[src/spcb_map.vh]
`ifndef SPCB_MAP_VH
`define SPCB_MAP_VH

// register indices; the byte address is four times the index
`define SPCB_IDX_RXBUF     14'h1fb8
`define SPCB_IDX_STATUS    14'h1fb9
`define SPCB_IDX_TXBUF     14'h1fba
`define SPCB_IDX_CTRL      14'h1fbb
`define SPCB_IDX_BAUD      14'h1fbc
`define SPCB_ADDR_RXBUF    {`SPCB_IDX_RXBUF, 2'b00}
`define SPCB_ADDR_STATUS   {`SPCB_IDX_STATUS, 2'b00}
`define SPCB_ADDR_TXBUF    {`SPCB_IDX_TXBUF, 2'b00}
`define SPCB_ADDR_CTRL     {`SPCB_IDX_CTRL, 2'b00}
`define SPCB_ADDR_BAUD     {`SPCB_IDX_BAUD, 2'b00}

// reset values and control write mask
`define SPCB_CTRL_RST      8'h00
`define SPCB_BAUD_RST      16'h0000
`define SPCB_CTRL_WMASK    8'h7f

// control fields
`define SPCB_CTRL_PRS      6
`define SPCB_CTRL_PAR      5
`define SPCB_CTRL_TB8      4
`define SPCB_CTRL_REN      3
`define SPCB_CTRL_PEN      2
`define SPCB_CTRL_MODE_HI  1
`define SPCB_CTRL_MODE_LO  0

// mode encodings
`define SPCB_MODE0         2'b00
`define SPCB_MODE1         2'b01
`define SPCB_MODE2         2'b10
`define SPCB_MODE3         2'b11

// status fields
`define SPCB_STAT_TI       0
`define SPCB_STAT_RI       1
`define SPCB_STAT_TXBUSY   2
`define SPCB_STAT_RXBUSY   3
`define SPCB_STAT_FULL     4
`define SPCB_STAT_RB8      7

// baud register fields
`define SPCB_BAUD_CLKSRC   15
`define SPCB_BAUD_VAL_HI   14

// bit timing in baud ticks, frame lengths in bits, transmit buffer depth
`define SPCB_TICK_LAST     3'h7
`define SPCB_TICK_HALF     3'h4
`define SPCB_TICK_ZERO     3'h0
`define SPCB_LEN_M0        4'h8
`define SPCB_LEN_M1        4'ha
`define SPCB_LEN_M23       4'hb
`define SPCB_FIFO_DEPTH    2'h2

`endif

[src/spcb_serial_port.v]
// Notes on behaviour
// - baud register selects generator clock source and sets bit rate for all modes.
// - baud write loads control value; read returns live down-counter value.
// - control bit 6 enables divide-by-two prescaler on the baud clock.
// - control bit 5 picks parity polarity: 0 even, 1 odd.
// - control bit 4 is ninth tx bit in mode 2 and in mode 3 without parity; cleared after each transmission.
// - receive enable arms RXD; falling edge starts reception in modes 1-3.
// - clearing receive enable aborts reception at once and blocks new ones.
// - control bit 2 enables parity in modes 1 and 3; ignored in mode 2.
// - with parity enabled status bit 7 shows receive parity error.
// - writing a different mode empties the transmit buffer and aborts transfers.
//
// The APB interface to the registers was left to the implementer.
`include "spcb_map.vh"

module spcb_serial_port (
	input  wire        pclk,     // bus clock
	input  wire        presetn,  // async reset, active low
	input  wire        psel,     // apb select
	input  wire        penable,  // apb access phase
	input  wire        pwrite,   // apb direction
	input  wire [15:0] paddr,    // apb byte address
	input  wire [31:0] pwdata,   // apb write data
	output wire [31:0] prdata,   // apb read data
	output wire        pready,   // apb ready
	output wire        pslverr,  // apb error on unmapped address
	input  wire        t1clk,    // external baud clock source
	input  wire        rxd_i,    // receive pin level
	output wire        rxd_o,    // receive pin drive value (mode 0 tx)
	output wire        rxd_oe,   // receive pin drive enable
	output wire        txd       // transmit line or mode 0 shift clock
);

	localparam TX_IDLE  = 1'b0;
	localparam TX_SHIFT = 1'b1;
	localparam RX_IDLE  = 1'b0;
	localparam RX_SHIFT = 1'b1;

	reg [31:0] prdata_r;
	reg        pready_r;
	reg        pslverr_r;
	reg [7:0]  ctrl_r;
	reg [15:0] baud_r;
	reg [14:0] bcnt_r;
	reg        t1_prev_r;
	reg        presc_r;
	reg        ti_r;
	reg        ri_r;
	reg        rb8_r;
	reg [7:0]  rxbuf_r;
	reg [7:0]  fifo_r [0:1];
	reg        fwp_r;
	reg        frp_r;
	reg [1:0]  fcnt_r;
	reg        tx_st_r;
	reg [10:0] tx_sh_r;
	reg [2:0]  tx_cnt_r;
	reg [3:0]  tx_left_r;
	reg        rx_st_r;
	reg [10:0] rx_sh_r;
	reg [2:0]  rx_cnt_r;
	reg [3:0]  rx_left_r;
	reg        rxd_prev_r;
	reg        txd_r;
	reg        rxd_o_r;
	reg        rxd_oe_r;

	reg [31:0] prdata_nxt;
	reg        map_hit;
	reg [10:0] tx_frame;
	reg [3:0]  tx_len;
	reg [3:0]  rx_len;
	reg [7:0]  rx_data;
	reg        rx_ninth;
	reg        rx_perr;
	reg        txd_nxt;

	function par_of;
		input [7:0] d;
		input       pol;
		input       m1;
		begin
			par_of = (m1 ? (^d[6:0]) : (^d)) ^ pol;
		end
	endfunction

	assign prdata  = prdata_r;
	assign pready  = pready_r;
	assign pslverr = pslverr_r;
	assign txd     = txd_r;
	assign rxd_o   = rxd_o_r;
	assign rxd_oe  = rxd_oe_r;

	// bus decode
	wire       acc       = psel & penable;
	wire       done      = acc & pready_r;
	wire       sel_ctrl  = (paddr == `SPCB_ADDR_CTRL);
	wire       sel_baud  = (paddr == `SPCB_ADDR_BAUD);
	wire       sel_stat  = (paddr == `SPCB_ADDR_STATUS);
	wire       sel_txb   = (paddr == `SPCB_ADDR_TXBUF);
	wire       wr_ctrl   = done & pwrite & sel_ctrl;
	wire       wr_baud   = done & pwrite & sel_baud;
	wire       wr_stat   = done & pwrite & sel_stat;
	wire       wr_txb    = done & pwrite & sel_txb;
	wire       fifo_full = (fcnt_r == `SPCB_FIFO_DEPTH);
	// a buffer write waits in the access phase while both entries are taken
	wire       stall     = pwrite & sel_txb & fifo_full;

	wire [1:0] mode      = ctrl_r[`SPCB_CTRL_MODE_HI:`SPCB_CTRL_MODE_LO];
	wire       mode0     = (mode == `SPCB_MODE0);
	wire       mode1     = (mode == `SPCB_MODE1);
	wire       parity_enable       = ctrl_r[`SPCB_CTRL_PEN] & ~(mode == `SPCB_MODE2);
	wire       ren       = ctrl_r[`SPCB_CTRL_REN];
	wire       pol       = ctrl_r[`SPCB_CTRL_PAR];
	wire       mode_chg  = wr_ctrl & (pwdata[1:0] != mode);
	wire       tx_busy   = (tx_st_r == TX_SHIFT);
	wire       rx_busy   = (rx_st_r == RX_SHIFT);

	// baud generator
	wire       src_tick  = baud_r[`SPCB_BAUD_CLKSRC] ? (t1clk & ~t1_prev_r) : 1'b1;
	wire       raw_tick  = src_tick & (bcnt_r == 15'h0000);
	wire       tick      = raw_tick & (~ctrl_r[`SPCB_CTRL_PRS] | presc_r);

	wire [7:0] tx_data   = fifo_r[frp_r];
	wire       tx_par    = par_of(tx_data, pol, mode1);
	wire       tx_ninth  = parity_enable ? tx_par : ctrl_r[`SPCB_CTRL_TB8];
	wire       tx_start  = ~tx_busy & (fcnt_r != 2'h0) & ~mode_chg & (~mode0 | ~ren);
	wire       tx_step   = tx_busy & tick & (tx_cnt_r == `SPCB_TICK_LAST);
	wire       tx_end    = tx_step & (tx_left_r == 4'h1);

	wire       rx_fall   = rxd_prev_r & ~rxd_i;
	wire       rx_start  = ~rx_busy & ren & ~mode_chg & (mode0 ? (~ri_r & ~tx_busy) : rx_fall);
	wire       rx_step   = rx_busy & tick & (rx_cnt_r == `SPCB_TICK_LAST);
	wire [10:0] rx_in    = {rxd_i, rx_sh_r[10:1]};
	wire       rx_false  = rx_step & ~mode0 & (rx_left_r == rx_len) & rxd_i;
	wire       rx_end    = rx_step & (rx_left_r == 4'h1);
	wire       ri_set    = rx_end & ~((mode == `SPCB_MODE2) & ~rx_ninth);
	wire       ti_set    = tx_step & (mode0 ? (tx_left_r == 4'h1) : (tx_left_r == 4'h2));

	always @* begin
		case (mode)
			`SPCB_MODE0: begin
				tx_frame = {3'b111, tx_data};
				tx_len   = `SPCB_LEN_M0;
			end
			`SPCB_MODE1: begin
				tx_frame = {2'b11, (parity_enable ? tx_par : tx_data[7]), tx_data[6:0], 1'b0};
				tx_len   = `SPCB_LEN_M1;
			end
			default: begin
				tx_frame = {1'b1, tx_ninth, tx_data, 1'b0};
				tx_len   = `SPCB_LEN_M23;
			end
		endcase
	end

	always @* begin
		rx_data  = rx_in[8:1];
		rx_ninth = rx_in[9];
		rx_len   = `SPCB_LEN_M23;
		case (mode)
			`SPCB_MODE0: begin
				rx_data = rx_in[10:3];
				rx_len  = `SPCB_LEN_M0;
			end
			`SPCB_MODE1: begin
				rx_data  = rx_in[9:2];
				rx_ninth = rx_in[10];
				rx_len   = `SPCB_LEN_M1;
			end
			default: begin
				rx_data  = rx_in[8:1];
				rx_ninth = rx_in[9];
			end
		endcase
		rx_perr = mode1 ? (par_of(rx_data, pol, 1'b1) != rx_data[7]) :
			(par_of(rx_data, pol, 1'b0) != rx_ninth);
	end

	always @* begin
		map_hit    = 1'b1;
		prdata_nxt = 32'h0000_0000;
		case (paddr)
			`SPCB_ADDR_CTRL: prdata_nxt[7:0] = ctrl_r;
			`SPCB_ADDR_BAUD: prdata_nxt[15:0] = {baud_r[`SPCB_BAUD_CLKSRC], bcnt_r};
			`SPCB_ADDR_RXBUF: prdata_nxt[7:0] = rxbuf_r;
			`SPCB_ADDR_TXBUF: prdata_nxt[7:0] = 8'h00;
			`SPCB_ADDR_STATUS: begin
				prdata_nxt[`SPCB_STAT_TI]     = ti_r;
				prdata_nxt[`SPCB_STAT_RI]     = ri_r;
				prdata_nxt[`SPCB_STAT_TXBUSY] = tx_busy;
				prdata_nxt[`SPCB_STAT_RXBUSY] = rx_busy;
				prdata_nxt[`SPCB_STAT_FULL]   = fifo_full;
				prdata_nxt[`SPCB_STAT_RB8]    = rb8_r;
			end
			default: map_hit = 1'b0;
		endcase
	end

	always @* begin
		txd_nxt = 1'b1;
		if (mode0) begin
			if (tx_busy) begin
				txd_nxt = tx_cnt_r[2];
			end else if (rx_busy) begin
				txd_nxt = rx_cnt_r[2];
			end
		end else if (tx_busy) begin
			txd_nxt = tx_sh_r[0];
		end
	end

	// apb slave: pready rises one cycle into the access phase unless stalled
	always @(posedge pclk or negedge presetn) begin
		if (!presetn) begin
			pready_r  <= 1'b0;
			pslverr_r <= 1'b0;
			prdata_r  <= 32'h0000_0000;
		end else begin
			if (acc & ~pready_r & ~stall) begin
				pready_r  <= 1'b1;
				pslverr_r <= ~map_hit;
				prdata_r  <= pwrite ? 32'h0000_0000 : prdata_nxt;
			end else begin
				pready_r  <= 1'b0;
				pslverr_r <= 1'b0;
			end
		end
	end

	always @(posedge pclk or negedge presetn) begin
		if (!presetn) begin
			ctrl_r <= `SPCB_CTRL_RST;
		end else if (wr_ctrl) begin
			ctrl_r <= pwdata[7:0] & `SPCB_CTRL_WMASK;
		end else if (tx_end) begin
			ctrl_r[`SPCB_CTRL_TB8] <= 1'b0;
		end
	end

	always @(posedge pclk or negedge presetn) begin
		if (!presetn) begin
			baud_r    <= `SPCB_BAUD_RST;
			bcnt_r    <= 15'h0000;
			t1_prev_r <= 1'b0;
			presc_r   <= 1'b0;
		end else begin
			t1_prev_r <= t1clk;
			if (wr_baud) begin
				baud_r  <= pwdata[15:0];
				bcnt_r  <= pwdata[`SPCB_BAUD_VAL_HI:0];
				presc_r <= 1'b0;
			end else if (raw_tick) begin
				bcnt_r  <= baud_r[`SPCB_BAUD_VAL_HI:0];
				presc_r <= ~presc_r;
			end else if (src_tick) begin
				bcnt_r <= bcnt_r - 15'h0001;
			end
		end
	end

	// two-entry transmit buffer
	genvar gi;
	generate
		for (gi = 0; gi < 2; gi = gi + 1) begin : g_fifo
			always @(posedge pclk or negedge presetn) begin
				if (!presetn) begin
					fifo_r[gi] <= 8'h00;
				end else if (wr_txb & (fwp_r == gi)) begin
					fifo_r[gi] <= pwdata[7:0];
				end
			end
		end
	endgenerate

	always @(posedge pclk or negedge presetn) begin
		if (!presetn) begin
			fwp_r  <= 1'b0;
			frp_r  <= 1'b0;
			fcnt_r <= 2'h0;
		end else if (mode_chg) begin
			fwp_r  <= 1'b0;
			frp_r  <= 1'b0;
			fcnt_r <= 2'h0;
		end else begin
			if (wr_txb) begin
				fwp_r <= ~fwp_r;
			end
			if (tx_start) begin
				frp_r <= ~frp_r;
			end
			case ({wr_txb, tx_start})
				2'b10: fcnt_r <= fcnt_r + 2'h1;
				2'b01: fcnt_r <= fcnt_r - 2'h1;
				default: fcnt_r <= fcnt_r;
			endcase
		end
	end

	// transmitter
	always @(posedge pclk or negedge presetn) begin
		if (!presetn) begin
			tx_st_r   <= TX_IDLE;
			tx_sh_r   <= 11'h7ff;
			tx_cnt_r  <= `SPCB_TICK_ZERO;
			tx_left_r <= 4'h0;
		end else if (mode_chg) begin
			tx_st_r <= TX_IDLE;
			tx_sh_r <= 11'h7ff;
		end else begin
			case (tx_st_r)
				TX_IDLE: begin
					if (tx_start) begin
						tx_st_r   <= TX_SHIFT;
						tx_sh_r   <= tx_frame;
						tx_cnt_r  <= `SPCB_TICK_ZERO;
						tx_left_r <= tx_len;
					end
				end
				TX_SHIFT: begin
					if (tick) begin
						tx_cnt_r <= tx_cnt_r + 3'h1;
					end
					if (tx_step) begin
						tx_sh_r   <= {1'b1, tx_sh_r[10:1]};
						tx_left_r <= tx_left_r - 4'h1;
					end
					if (tx_end) begin
						tx_st_r <= TX_IDLE;
					end
				end
				default: tx_st_r <= TX_IDLE;
			endcase
		end
	end

	// receiver
	always @(posedge pclk or negedge presetn) begin
		if (!presetn) begin
			rx_st_r    <= RX_IDLE;
			rx_sh_r    <= 11'h000;
			rx_cnt_r   <= `SPCB_TICK_ZERO;
			rx_left_r  <= 4'h0;
			rxd_prev_r <= 1'b1;
		end else begin
			rxd_prev_r <= rxd_i;
			if (mode_chg | ~ren) begin
				rx_st_r <= RX_IDLE;
			end else begin
				case (rx_st_r)
					RX_IDLE: begin
						if (rx_start) begin
							rx_st_r   <= RX_SHIFT;
							rx_cnt_r  <= mode0 ? `SPCB_TICK_ZERO : `SPCB_TICK_HALF;
							rx_left_r <= rx_len;
						end
					end
					RX_SHIFT: begin
						if (tick) begin
							rx_cnt_r <= rx_cnt_r + 3'h1;
						end
						if (rx_step) begin
							rx_sh_r   <= rx_in;
							rx_left_r <= rx_left_r - 4'h1;
						end
						if (rx_false | rx_end) begin
							rx_st_r <= RX_IDLE;
						end
					end
					default: rx_st_r <= RX_IDLE;
				endcase
			end
		end
	end

	// status flags: a hardware set beats a software clear in the same cycle
	always @(posedge pclk or negedge presetn) begin
		if (!presetn) begin
			ti_r    <= 1'b0;
			ri_r    <= 1'b0;
			rb8_r   <= 1'b0;
			rxbuf_r <= 8'h00;
		end else begin
			if (ti_set) begin
				ti_r <= 1'b1;
			end else if (wr_stat & pwdata[`SPCB_STAT_TI]) begin
				ti_r <= 1'b0;
			end
			if (ri_set & ren & ~mode_chg) begin
				ri_r <= 1'b1;
			end else if (wr_stat & pwdata[`SPCB_STAT_RI]) begin
				ri_r <= 1'b0;
			end
			if (rx_end & ren & ~mode_chg) begin
				rxbuf_r <= rx_data;
				rb8_r   <= parity_enable ? rx_perr : rx_ninth;
			end
		end
	end

	always @(posedge pclk or negedge presetn) begin
		if (!presetn) begin
			txd_r    <= 1'b1;
			rxd_o_r  <= 1'b1;
			rxd_oe_r <= 1'b0;
		end else begin
			txd_r    <= txd_nxt;
			rxd_o_r  <= tx_sh_r[0];
			rxd_oe_r <= mode0 & tx_busy;
		end
	end

endmodule // spcb_serial_port

[config.mk]
export PLATFORM = sky130hd
export DESIGN_NAME = spcb_serial_port
export DESIGN_NICKNAME = d
export VERILOG_FILES = /design/src/spcb_serial_port.v
export VERILOG_INCLUDE_DIRS = /design/src /design/src/src
export SDC_FILE = /design/constraint.sdc
export NUM_CORES = 1
export LEC_CHECK = 0
export BUFFER_PORTS_ARGS = -buffer_cell sky130_fd_sc_hd__buf_2
export CAP_MARGIN = 10
export CORE_ASPECT_RATIO = 0.9
export CORE_MARGIN = 3
export CORE_UTILIZATION = 23
export CTS_CLUSTER_DIAMETER = 200
export CTS_CLUSTER_SIZE = 8
export DETAILED_ROUTE_END_ITERATION = 8
export SLEW_MARGIN = 20
export SYNTH_ARGS = -nofsm -noshare
export SYNTH_HDL_FRONTEND = slang
export SYNTH_SLANG_ARGS = --single-unit
export TNS_END_PERCENT = 100
[constraint.sdc]
create_clock -name pclk -period 2.5 [get_ports pclk]
set_input_delay 0.5 -clock pclk [delete_from_list [all_inputs] [get_ports pclk]]
set_output_delay 0.5 -clock pclk [all_outputs]
set_load 0.005 [all_outputs]
==> results of run 1 <==
[sequential cells by signal, summed over array words and instances (netlist names), 2 cells and up]
| name | count |
|---|---|
| tx_cnt_r | 3 |
| fcnt_r | 2 |
| fifo_r | 16 |
| rx_sh_r | 9 |
| ctrl_r | 7 |
| tx_left_r | 4 |
| rx_cnt_r | 3 |
| tx_sh_r | 10 |
| rx_left_r | 4 |
| bcnt_r | 15 |
| baud_r | 16 |
| prdata | 16 |
| rxbuf_r | 8 |
[power by group]
part	internal (mW)	switching [mW]
clock network	1.70	0.993
registers	2.14	0.0465
logic	0.234	0.312
total	4.07	1.35
[worst min path at each step]
stage,cells past startpoint,from,to
after global routing,1,t1clk,t1_prev_r$_DFF_PN0_
after CTS,1,t1clk,t1_prev_r$_DFF_PN0_
after floorplan,0,presetn,baud_r[0]$_DFFE_PN0P_
final,1,t1clk,t1_prev_r$_DFF_PN0_
after detailed placement,0,tx_sh_r[0]$_DFFE_PN1P_,rxd_o$_DFF_PN1_
after global placement,0,tx_sh_r[0]$_DFFE_PN1P_,rxd_o$_DFF_PN1_
[per-layer routing]
layer / wire [um] / up-vias / part of all wire
li1: - / 2780 / -
met1: 9710 / 2865 / 0.50
met2: 8680 / 122 / 0.45
met3: 755 / 20 / 0.039
met4: 315 / 0 / 0.016
met5: 0 / - / 0
[cells by family (layout without fill, tap and decap cells)]
kind of cell,Yosys count,in the layout,share of synthesized area
fa+ha+maj,11,11,0.0196
other cells,1,16,0.000533
xor+xnor,27,27,0.0375
buf+inv,69,198,0.0489
simple gates,223,224,0.153
flops,128,128,0.458
compound gates,164,164,0.155
mux,76,76,0.128
[placed cells by master (no fill, tap or decap), types with 5 or more instances in the layout]
cell       count
dfrtp_1      115
nand2_1       91
buf_4         84
buf_2         58
o21ai_0       47
nor2_1        42
mux2_2        42
a21oi_1       29
mux2i_1       27
clkbuf_16     17
xnor2_1       16
conb_1        16
inv_1         15
nor3_1        14
dfstp_2       13
nand2b_1      11
a22o_1        11
ha_1          11
nor2b_1       10
xor2_1         9
o22ai_1        9
a2bb2oi_1      9
a31oi_1        8
nand3_1        8
a222oi_1       7
mux4_2         7
a211oi_1       6
a21o_1         6
nand4_1        5
nor4_1         5
buf_12         5
[worst max-delay path: stages, from the launching register on]
cell and delay (ns):
dfrtp_1 0.38, or4_4 0.54, or3_4 0.38, buf_6 0.15, nor3_4 0.12, nand2_1 0.12, or3_4 0.39, mux2_2 0.28
[through the flow]
step	util	area (sq um)
3_5_place_dp	0.278	8360
6_report	0.303	9110
4_1_cts	0.301	9040
2_1_floorplan	-	7120
5_1_grt	0.303	9110
3_3_place_gp	0.278	8360
[final cells by class]
type | count | area, sq um | area share
repair buffers | 151 | 1060 | 0.117
clock buffers | 19 | 443 | 0.0486
flip-flops and latches | 128 | 3220 | 0.353
multi-input cells | 518 | 3640 | 0.399
well taps | 403 | 504 | 0.0553
clock inverters | 13 | 185 | 0.0203
inverters | 15 | 56.3 | 0.00618
[repair_timing]
item | 4_1_cts | 5_1_grt
setup endpoints to repair | 48 | 30
endpoints found under the hold margin | 23 | 0
pin swaps | 0 | 3
resized for setup | 9 | 13
cloned | 0 | 1
buffers inserted | 0 | 1
hold buffers | 1 | 0
==> results.toml, run 1 <==
[yosys]
yosys_warnings = 0
synth_edf_count = 0
syn_inst = 699
synth_commonest_cells = "dfrtp_1, nand2_1, o21ai_0"
yosysMostFrequentCell = "dfrtp_1"
synth-main-ff-cell = "dfrtp_1"
syn_area_per_cell_sq_um = 10.1
synth_top_area_frac = 0.409
synth_top_area_cell = "dfrtp_1"
syn_area_sq_um = 7030
synth_area_leaders = "dfrtp_1, mux2_2, dfstp_2"
ys_ff_latch = 128
synth_cell_types = 65
async_reset_ff_frac = 1.00
yosysSeqAreaShare = 0.458

[floorplanning]
dieArea_sq_um = 32700
num_io_pins = 92
start_util = 0.234
fp.dieW_um = 190
core_area_sq_um = 30000
row_count = 60
die_y_um = 172

[clock_network]
htreeDepth = 4
cts_max_path_buffers = 2
cts_root_buf = "clkbuf_16"
clock-sinks = 128
path_clk_slew_ns = 0.06
cts_tree = "built"
numCtsBuffers = 17
clk_latency_ns = 0.43

[timing]
holdWs_ns = 0.185
period_share = 0.991
maxSlewViolCount = 0
rsz0062_at_grt = "true"
setup_slack_ns = 0.0216
hold_viol = 0
fin_worst_skew_ns = 0.0111
setup_tns_ns = 0
slew_headroom = 0.629
worstMarginPinSlew_ns = 0.555
setup_viol = 0
layout_min_cycle_time_ns = 2.48
fmax_ghz = 0.403

[outcome]
status = "completed"

[grt]
grt_pass1_wl_um = 31300
top_usage_layer = "met2"
met2_usage = 0.189
met1_usage = 0.173
use_met3 = 0.0231
grt.total_usage = 0.122
grt_max_degree = 46
grt_pass1_vias = 5702
overflow = 0
grt_antenna_before_repair = 0

[hold_path]
hold_class = "in -> reg"

[finish]
finalNonFillerCells = 1247
layout.nets = 897
drive_above_1_share = 0.314
nFillCells = 3119
diodes = 0
areaGrowthSynthToFinish_pct = 29.6

[setup_path]
ff2ff_path_depth = 7
cp_max_fo = 5
endpoint = "rx_sh_r[5]$_DFFE_PN0P_"
end_kind = "flop"
reg2reg_from = "bcnt_r[11]$_DFFE_PN0P_"
cp.required_ns = 2.81
critPathKind = "reg -> reg"
crit_arrival_ns = 2.79
startpoint = "bcnt_r[11]$_DFFE_PN0P_"
r2r_slack_ns = 0.02
cp-start-kind = "flop"
r2r-end = "rx_sh_r[5]$_DFFE_PN0P_"

[routing]
vias = 5787
detail_route.wl_per_cell_um = 15.6
dr.pass1.iters = 5
first_iter_violations = 403
routed_via_density = 4.64
wirelength_um = 19500
ant_nets = 0
drc = 0

[pwr]
power.leakage_nw = 4.18
p_total_mw = 5.42
power.density_nw_per_um2 = 595
ir_worst_vdd_mv = 0.490

[job]
drv_cap = 0

[placement]
post-place-ws_ns = -0.263
gp_congestion = 0.822
numPortBuffers = 59
hpwl_um = 14200
dpl.cell_count = 1212
(Power assumes the default switching activity.)
==> run 2: changes to the inputs <==
- MAX_ROUTING_LAYER: unset -> met4
==> run 2 against run 1 <==
  * Routed wire length increased by 0.12%
  * Clock power barely moved
  * Worst setup slack worse by 0.0010 ns
  * Via count hardly changed
  * Count of clock-buffer cells in the layout unchanged
  * Clock skew down 0.0025 ns
  * Die area stayed put
  * Core utilization did not move
  * Sequential power about the same
  * Power hardly changed
  * Worst hold slack gained 0.0051 ns
  * Critical path type unchanged
  * Largest power group unchanged
==> results.toml, run 2 (synthesized netlist as in run 1, its figures left out) <==
[pwr]
switchingPower_mw = 1.35
p_seq_frac = 0.403
p_int_mw = 4.07
power.leakage_nw = 4.18
ir_worst_vdd_mv = 0.484
p_total_mw = 5.43
power.density_nw_per_um2 = 596
power.share.switching = 0.249
clkPwrFrac = 0.495
combPwrFrac = 0.101

[finish]
drive_above_1_share = 0.314
areaGrowthSynthToFinish_pct = 29.6
layout.nets = 897
layout_commonest_cell = "dfrtp_1"
final_cell_mix = "dfrtp_1, nand2_1, buf_4"
final_util = 0.303
diodes = 0

[timing]
setup_tns_ns = 0
setup_viol = 0
slew_headroom = 0.630
maxSlewViolCount = 0
period_share = 0.992
fin_worst_skew_ns = 0.00858
layout_min_cycle_time_ns = 2.48
setup_slack_ns = 0.0206
worstMarginPinSlew_ns = 0.553
hold_viol = 0
rsz0062_at_grt = "true"
fmax_ghz = 0.403

[setup_path]
endpoint = "rx_sh_r[9]$_DFFE_PN0P_"
crit_chain = "or4_4 -> or3_4 -> buf_6 -> nor3_4 -> nand2_1 -> or3_4 -> mux2_2"
worst-path-buf-inv = 1
r2r-end = "rx_sh_r[9]$_DFFE_PN0P_"
reg2reg_from = "bcnt_r[11]$_DFFE_PN0P_"
end_kind = "flop"
path_common_cell = "or3_4"
cp_slowest_stage_delay_ns = 0.54
ff2ff_path_depth = 7
crit_slowest_cell = "or4_4"
cpLargestDelayFamily = "simple AND/OR/NAND/NOR gates"
cp_max_fo = 5
startpoint = "bcnt_r[11]$_DFFE_PN0P_"
path_depth = 7
cp.required_ns = 2.81
crit_arrival_ns = 2.79
critPathKind = "reg -> reg"
r2r_slack_ns = 0.02
cp-start-kind = "flop"

[clock_network]
numCtsBuffers = 17
path_clk_slew_ns = 0.06
cts_tree = "built"
cts_root_buf = "clkbuf_16"
clock-sinks = 128
cts_max_path_buffers = 2
clk_latency_ns = 0.42
htreeDepth = 4

[floorplanning]
num_io_pins = 92
core_area_sq_um = 30000
row_count = 60
fp.dieW_um = 190
start_util = 0.234
die_y_um = 172
dieArea_sq_um = 32700

[placement]
post-place-ws_ns = -0.263
hpwl_um = 14200
gp_congestion = 0.835
numPortBuffers = 59

[grt]
grt_max_degree = 46
grt_antenna_before_repair = 0
grt_pass1_vias = 5689
overflow = 0
grt_pass1_wl_um = 31400
grt.total_usage = 0.126

[routing]
detail_route.wl_per_cell_um = 15.6
ant_nets = 0
first_iter_violations = 427
dr.pass1.iters = 5
drc = 0
wirelength_um = 19500
vias = 5783
routed_via_density = 4.64

[outcome]
status = "completed"

[hold_path]
hold_class = "in -> reg"
holdCritStartpoint = "t1clk"

[job]
drv_cap = 0
run 2: timing repair:
item,CTS,global route
pin swaps,0,3
setup buffers,0,1
endpoints found under the hold margin,23,0
hold buffers,1,0
gates resized for setup,9,13
setup endpoints to repair,48,30
gates cloned,0,1
run 2: worst min-delay path by stage:
stage | slack (ns) | depth (start not counted) | end
2_1_floorplan | 0.20 | 0 | baud_r[0]$_DFFE_PN0P_
3_3_place_gp | 0.37 | 0 | rxd_o$_DFF_PN1_
3_5_place_dp | 0.38 | 0 | rxd_o$_DFF_PN1_
4_1_cts | 0.17 | 1 | t1_prev_r$_DFF_PN0_
5_1_grt | 0.18 | 1 | t1_prev_r$_DFF_PN0_
6_report | 0.19 | 1 | t1_prev_r$_DFF_PN0_
run 2: worst register-to-register path, stage by stage, from the launching register on:
cell,delay (ns)
dfrtp_1,0.38
or4_4,0.54
or3_4,0.38
buf_6,0.15
nor3_4,0.12
nand2_1,0.12
or3_4,0.39
mux2_2,0.29
run 2: area by class of cell:
class	instances	area, sq um
Clock buffer	19	443
Multi-Input combinational cell	518	3640
Clock inverter	13	185
Sequential cell	128	3220
Inverter	15	56.3
Tap cell	403	504
Fill cell	3119	20900
Timing Repair Buffer	151	1060
run 2: power groups by stage:
stage	combinational (mW)	sequential, mW	clock, mW
final	0.550	2.19	2.69
after global routing	0.604	2.20	2.83
after CTS	0.546	2.18	2.74
after detailed placement	0.541	2.22	0
after global placement	0.536	2.22	0
after floorplan	0.195	2.25	0
run 2: metrics by stage:
stage / area [sq um] / instances / hold slack [ns]
after floorplan: 7120 / 714 / 0.204
after global placement: 8360 / 1212 / 0.368
after detailed placement: 8360 / 1212 / 0.381
after CTS: 9040 / 1245 / 0.169
after global routing: 9110 / 1247 / 0.182
final: 9110 / 1247 / 0.190
run 2: per-layer routing:
metal,GRT usage,wire length (um),share of wire
met1,0.174,9700,0.50
met2,0.189,8700,0.45
met3,0.0225,758,0.039
met4,0.0370,325,0.017
met5,-,0,0
==> run 3: changes to the inputs <==
- CORE_MARGIN: 3 -> 1.5
- SLEW_MARGIN: 20 -> unset
==> run 3 against run 2 <==
  * The flow now finishes with violations (setup timing)
  * Count of clock-buffer cells in the layout stayed put
  * Worst hold slack worse by 0.18 ns
  * Largest power group unchanged
  * Clock skew rose by 0.0055 ns
  * Sequential cell count unchanged
  * Worst setup slack lost 0.025 ns
  * Core utilization shrank 0.091 points
  * Sequential share of layout area is 0.20 points higher
  * Combinational power up 2%
==> results.toml, run 3 (synthesized netlist as in run 1, its figures left out) <==
[grt]
top_usage_layer = "met2"
grt_max_degree = 52
grt_pass1_vias = 5675
grt_antenna_before_repair = 0
grt.total_usage = 0.130
use_met3 = 0.0311
met1_usage = 0.178
grt_pass1_wl_um = 31500
overflow = 0
met2_usage = 0.190

[routing]
routed_via_density = 4.66
first_iter_violations = 527
wirelength_um = 19700
ant_nets = 0
drc = 0
detail_route.wl_per_cell_um = 15.8
dr.pass1.iters = 5
vias = 5829

[setup_path]
cp-start-kind = "flop"
startpoint = "bcnt_r[11]$_DFFE_PN0P_"
critPathKind = "reg -> reg"
crit_arrival_ns = 2.87
r2r_slack_ns = -0.004
end_kind = "flop"
reg2reg_from = "bcnt_r[11]$_DFFE_PN0P_"
cp.required_ns = 2.87
cp_max_fo = 3

[timing]
setup_viol = 4
fin_worst_skew_ns = 0.0141
maxSlewViolCount = 0
slew_headroom = 0.565
rsz0062_at_grt = "true"
setup_slack_ns = -0.00408
hold_viol = 0
setup_tns_ns = -0.00494
layout_min_cycle_time_ns = 2.50
holdWs_ns = 0.0149
period_share = 1.00
fmax_ghz = 0.399
worstMarginPinSlew_ns = 0.648

[finish]
final_cell_area_sq_um = 9060
drive_above_1_share = 0.322
nFillCells = 3078
final_util = 0.302
diodes = 0
layout_commonest_cell = "dfrtp_1"
final_cell_mix = "dfrtp_1, buf_4, nand2_1"
layout.nets = 901
finalNonFillerCells = 1251
areaGrowthSynthToFinish_pct = 28.8

[floorplanning]
core_area_sq_um = 30000
num_io_pins = 92
start_util = 0.235
die_y_um = 169
fp.dieW_um = 187
row_count = 60
dieArea_sq_um = 31600

[placement]
placed_area_sq_um = 8370
gp_congestion = 0.849
post-place-ws_ns = -0.216
hpwl_um = 14100
dpl.cell_count = 1215
numPortBuffers = 59

[clock_network]
clock-sinks = 128
clk_latency_ns = 0.44
cts_max_path_buffers = 2
postCtsHoldBufs = 0
path_clk_slew_ns = 0.07
cts_root_buf = "clkbuf_16"
cts_tree = "built"
htreeDepth = 4
numCtsBuffers = 17

[pwr]
p_total_mw = 5.29
power.leakage_nw = 4.17
ir_worst_vdd_mv = 0.444
power.density_nw_per_um2 = 584

[hold_path]
hold_class = "in -> async"

[outcome]
violations = "setup timing"
status = "finished with violations"

[job]
drv_cap = 0
## run 3: critical path, cell delays in order (launching register included)
cell     delay [ns]
dfrtp_1        0.38
or4_4          0.54
or3_4          0.38
or4_4          0.51
buf_4          0.16
nor4b_2        0.26
mux2i_1        0.12
nand2_1        0.08
## run 3: layout make-up
| type | count | area [sq um] | area share |
|---|---|---|---|
| sequential | 128 | 3220 | 0.355 |
| clock buffer | 19 | 443 | 0.0489 |
| multi-input combinational | 519 | 3630 | 0.400 |
| inverter | 15 | 56.3 | 0.00621 |
| timing repair buffer | 154 | 1060 | 0.117 |
| clock inverter | 13 | 151 | 0.0167 |
| tap | 403 | 504 | 0.0557 |
## run 3: what timing repair did
action,in CTS,in global routing
setup endpoints to repair,44,44
gates cloned,0,2
pin swaps,0,4
buffers inserted,0,3
endpoints found under the hold margin,0,0
gates resized for setup,7,25
## run 3: per-layer routing
metal  routed length (um)  vias to the layer above
met5                    0                        -
met4                  276                        0
met3                  762                       28
met2                 8910                      138
met1                 9780                     2883
li1                     -                     2780
## run 3: power by group
part	switching, mW	leakage, nW	total [mW]	internal [mW]
Sequential	0.0477	1.66	2.19	2.14
Combinational	0.325	2.23	0.561	0.236
Clock	1.03	0.283	2.54	1.51
Total	1.40	4.17	5.29	3.89
## run 3: worst paths after layout
check / endpoint / cells after the start
max in group asynchronous: txd$_DFF_PN1_ / 2
worst min-delay path: rb8_r$_DFFE_PN0P_ / 1
min in group pclk: t1_prev_r$_DFF_PN0_ / 1
worst max register to register: rb8_r$_DFFE_PN0P_ / 7
worst max-delay path: rb8_r$_DFFE_PN0P_ / 7
worst min register to register: rxd_o$_DFF_PN1_ / 0
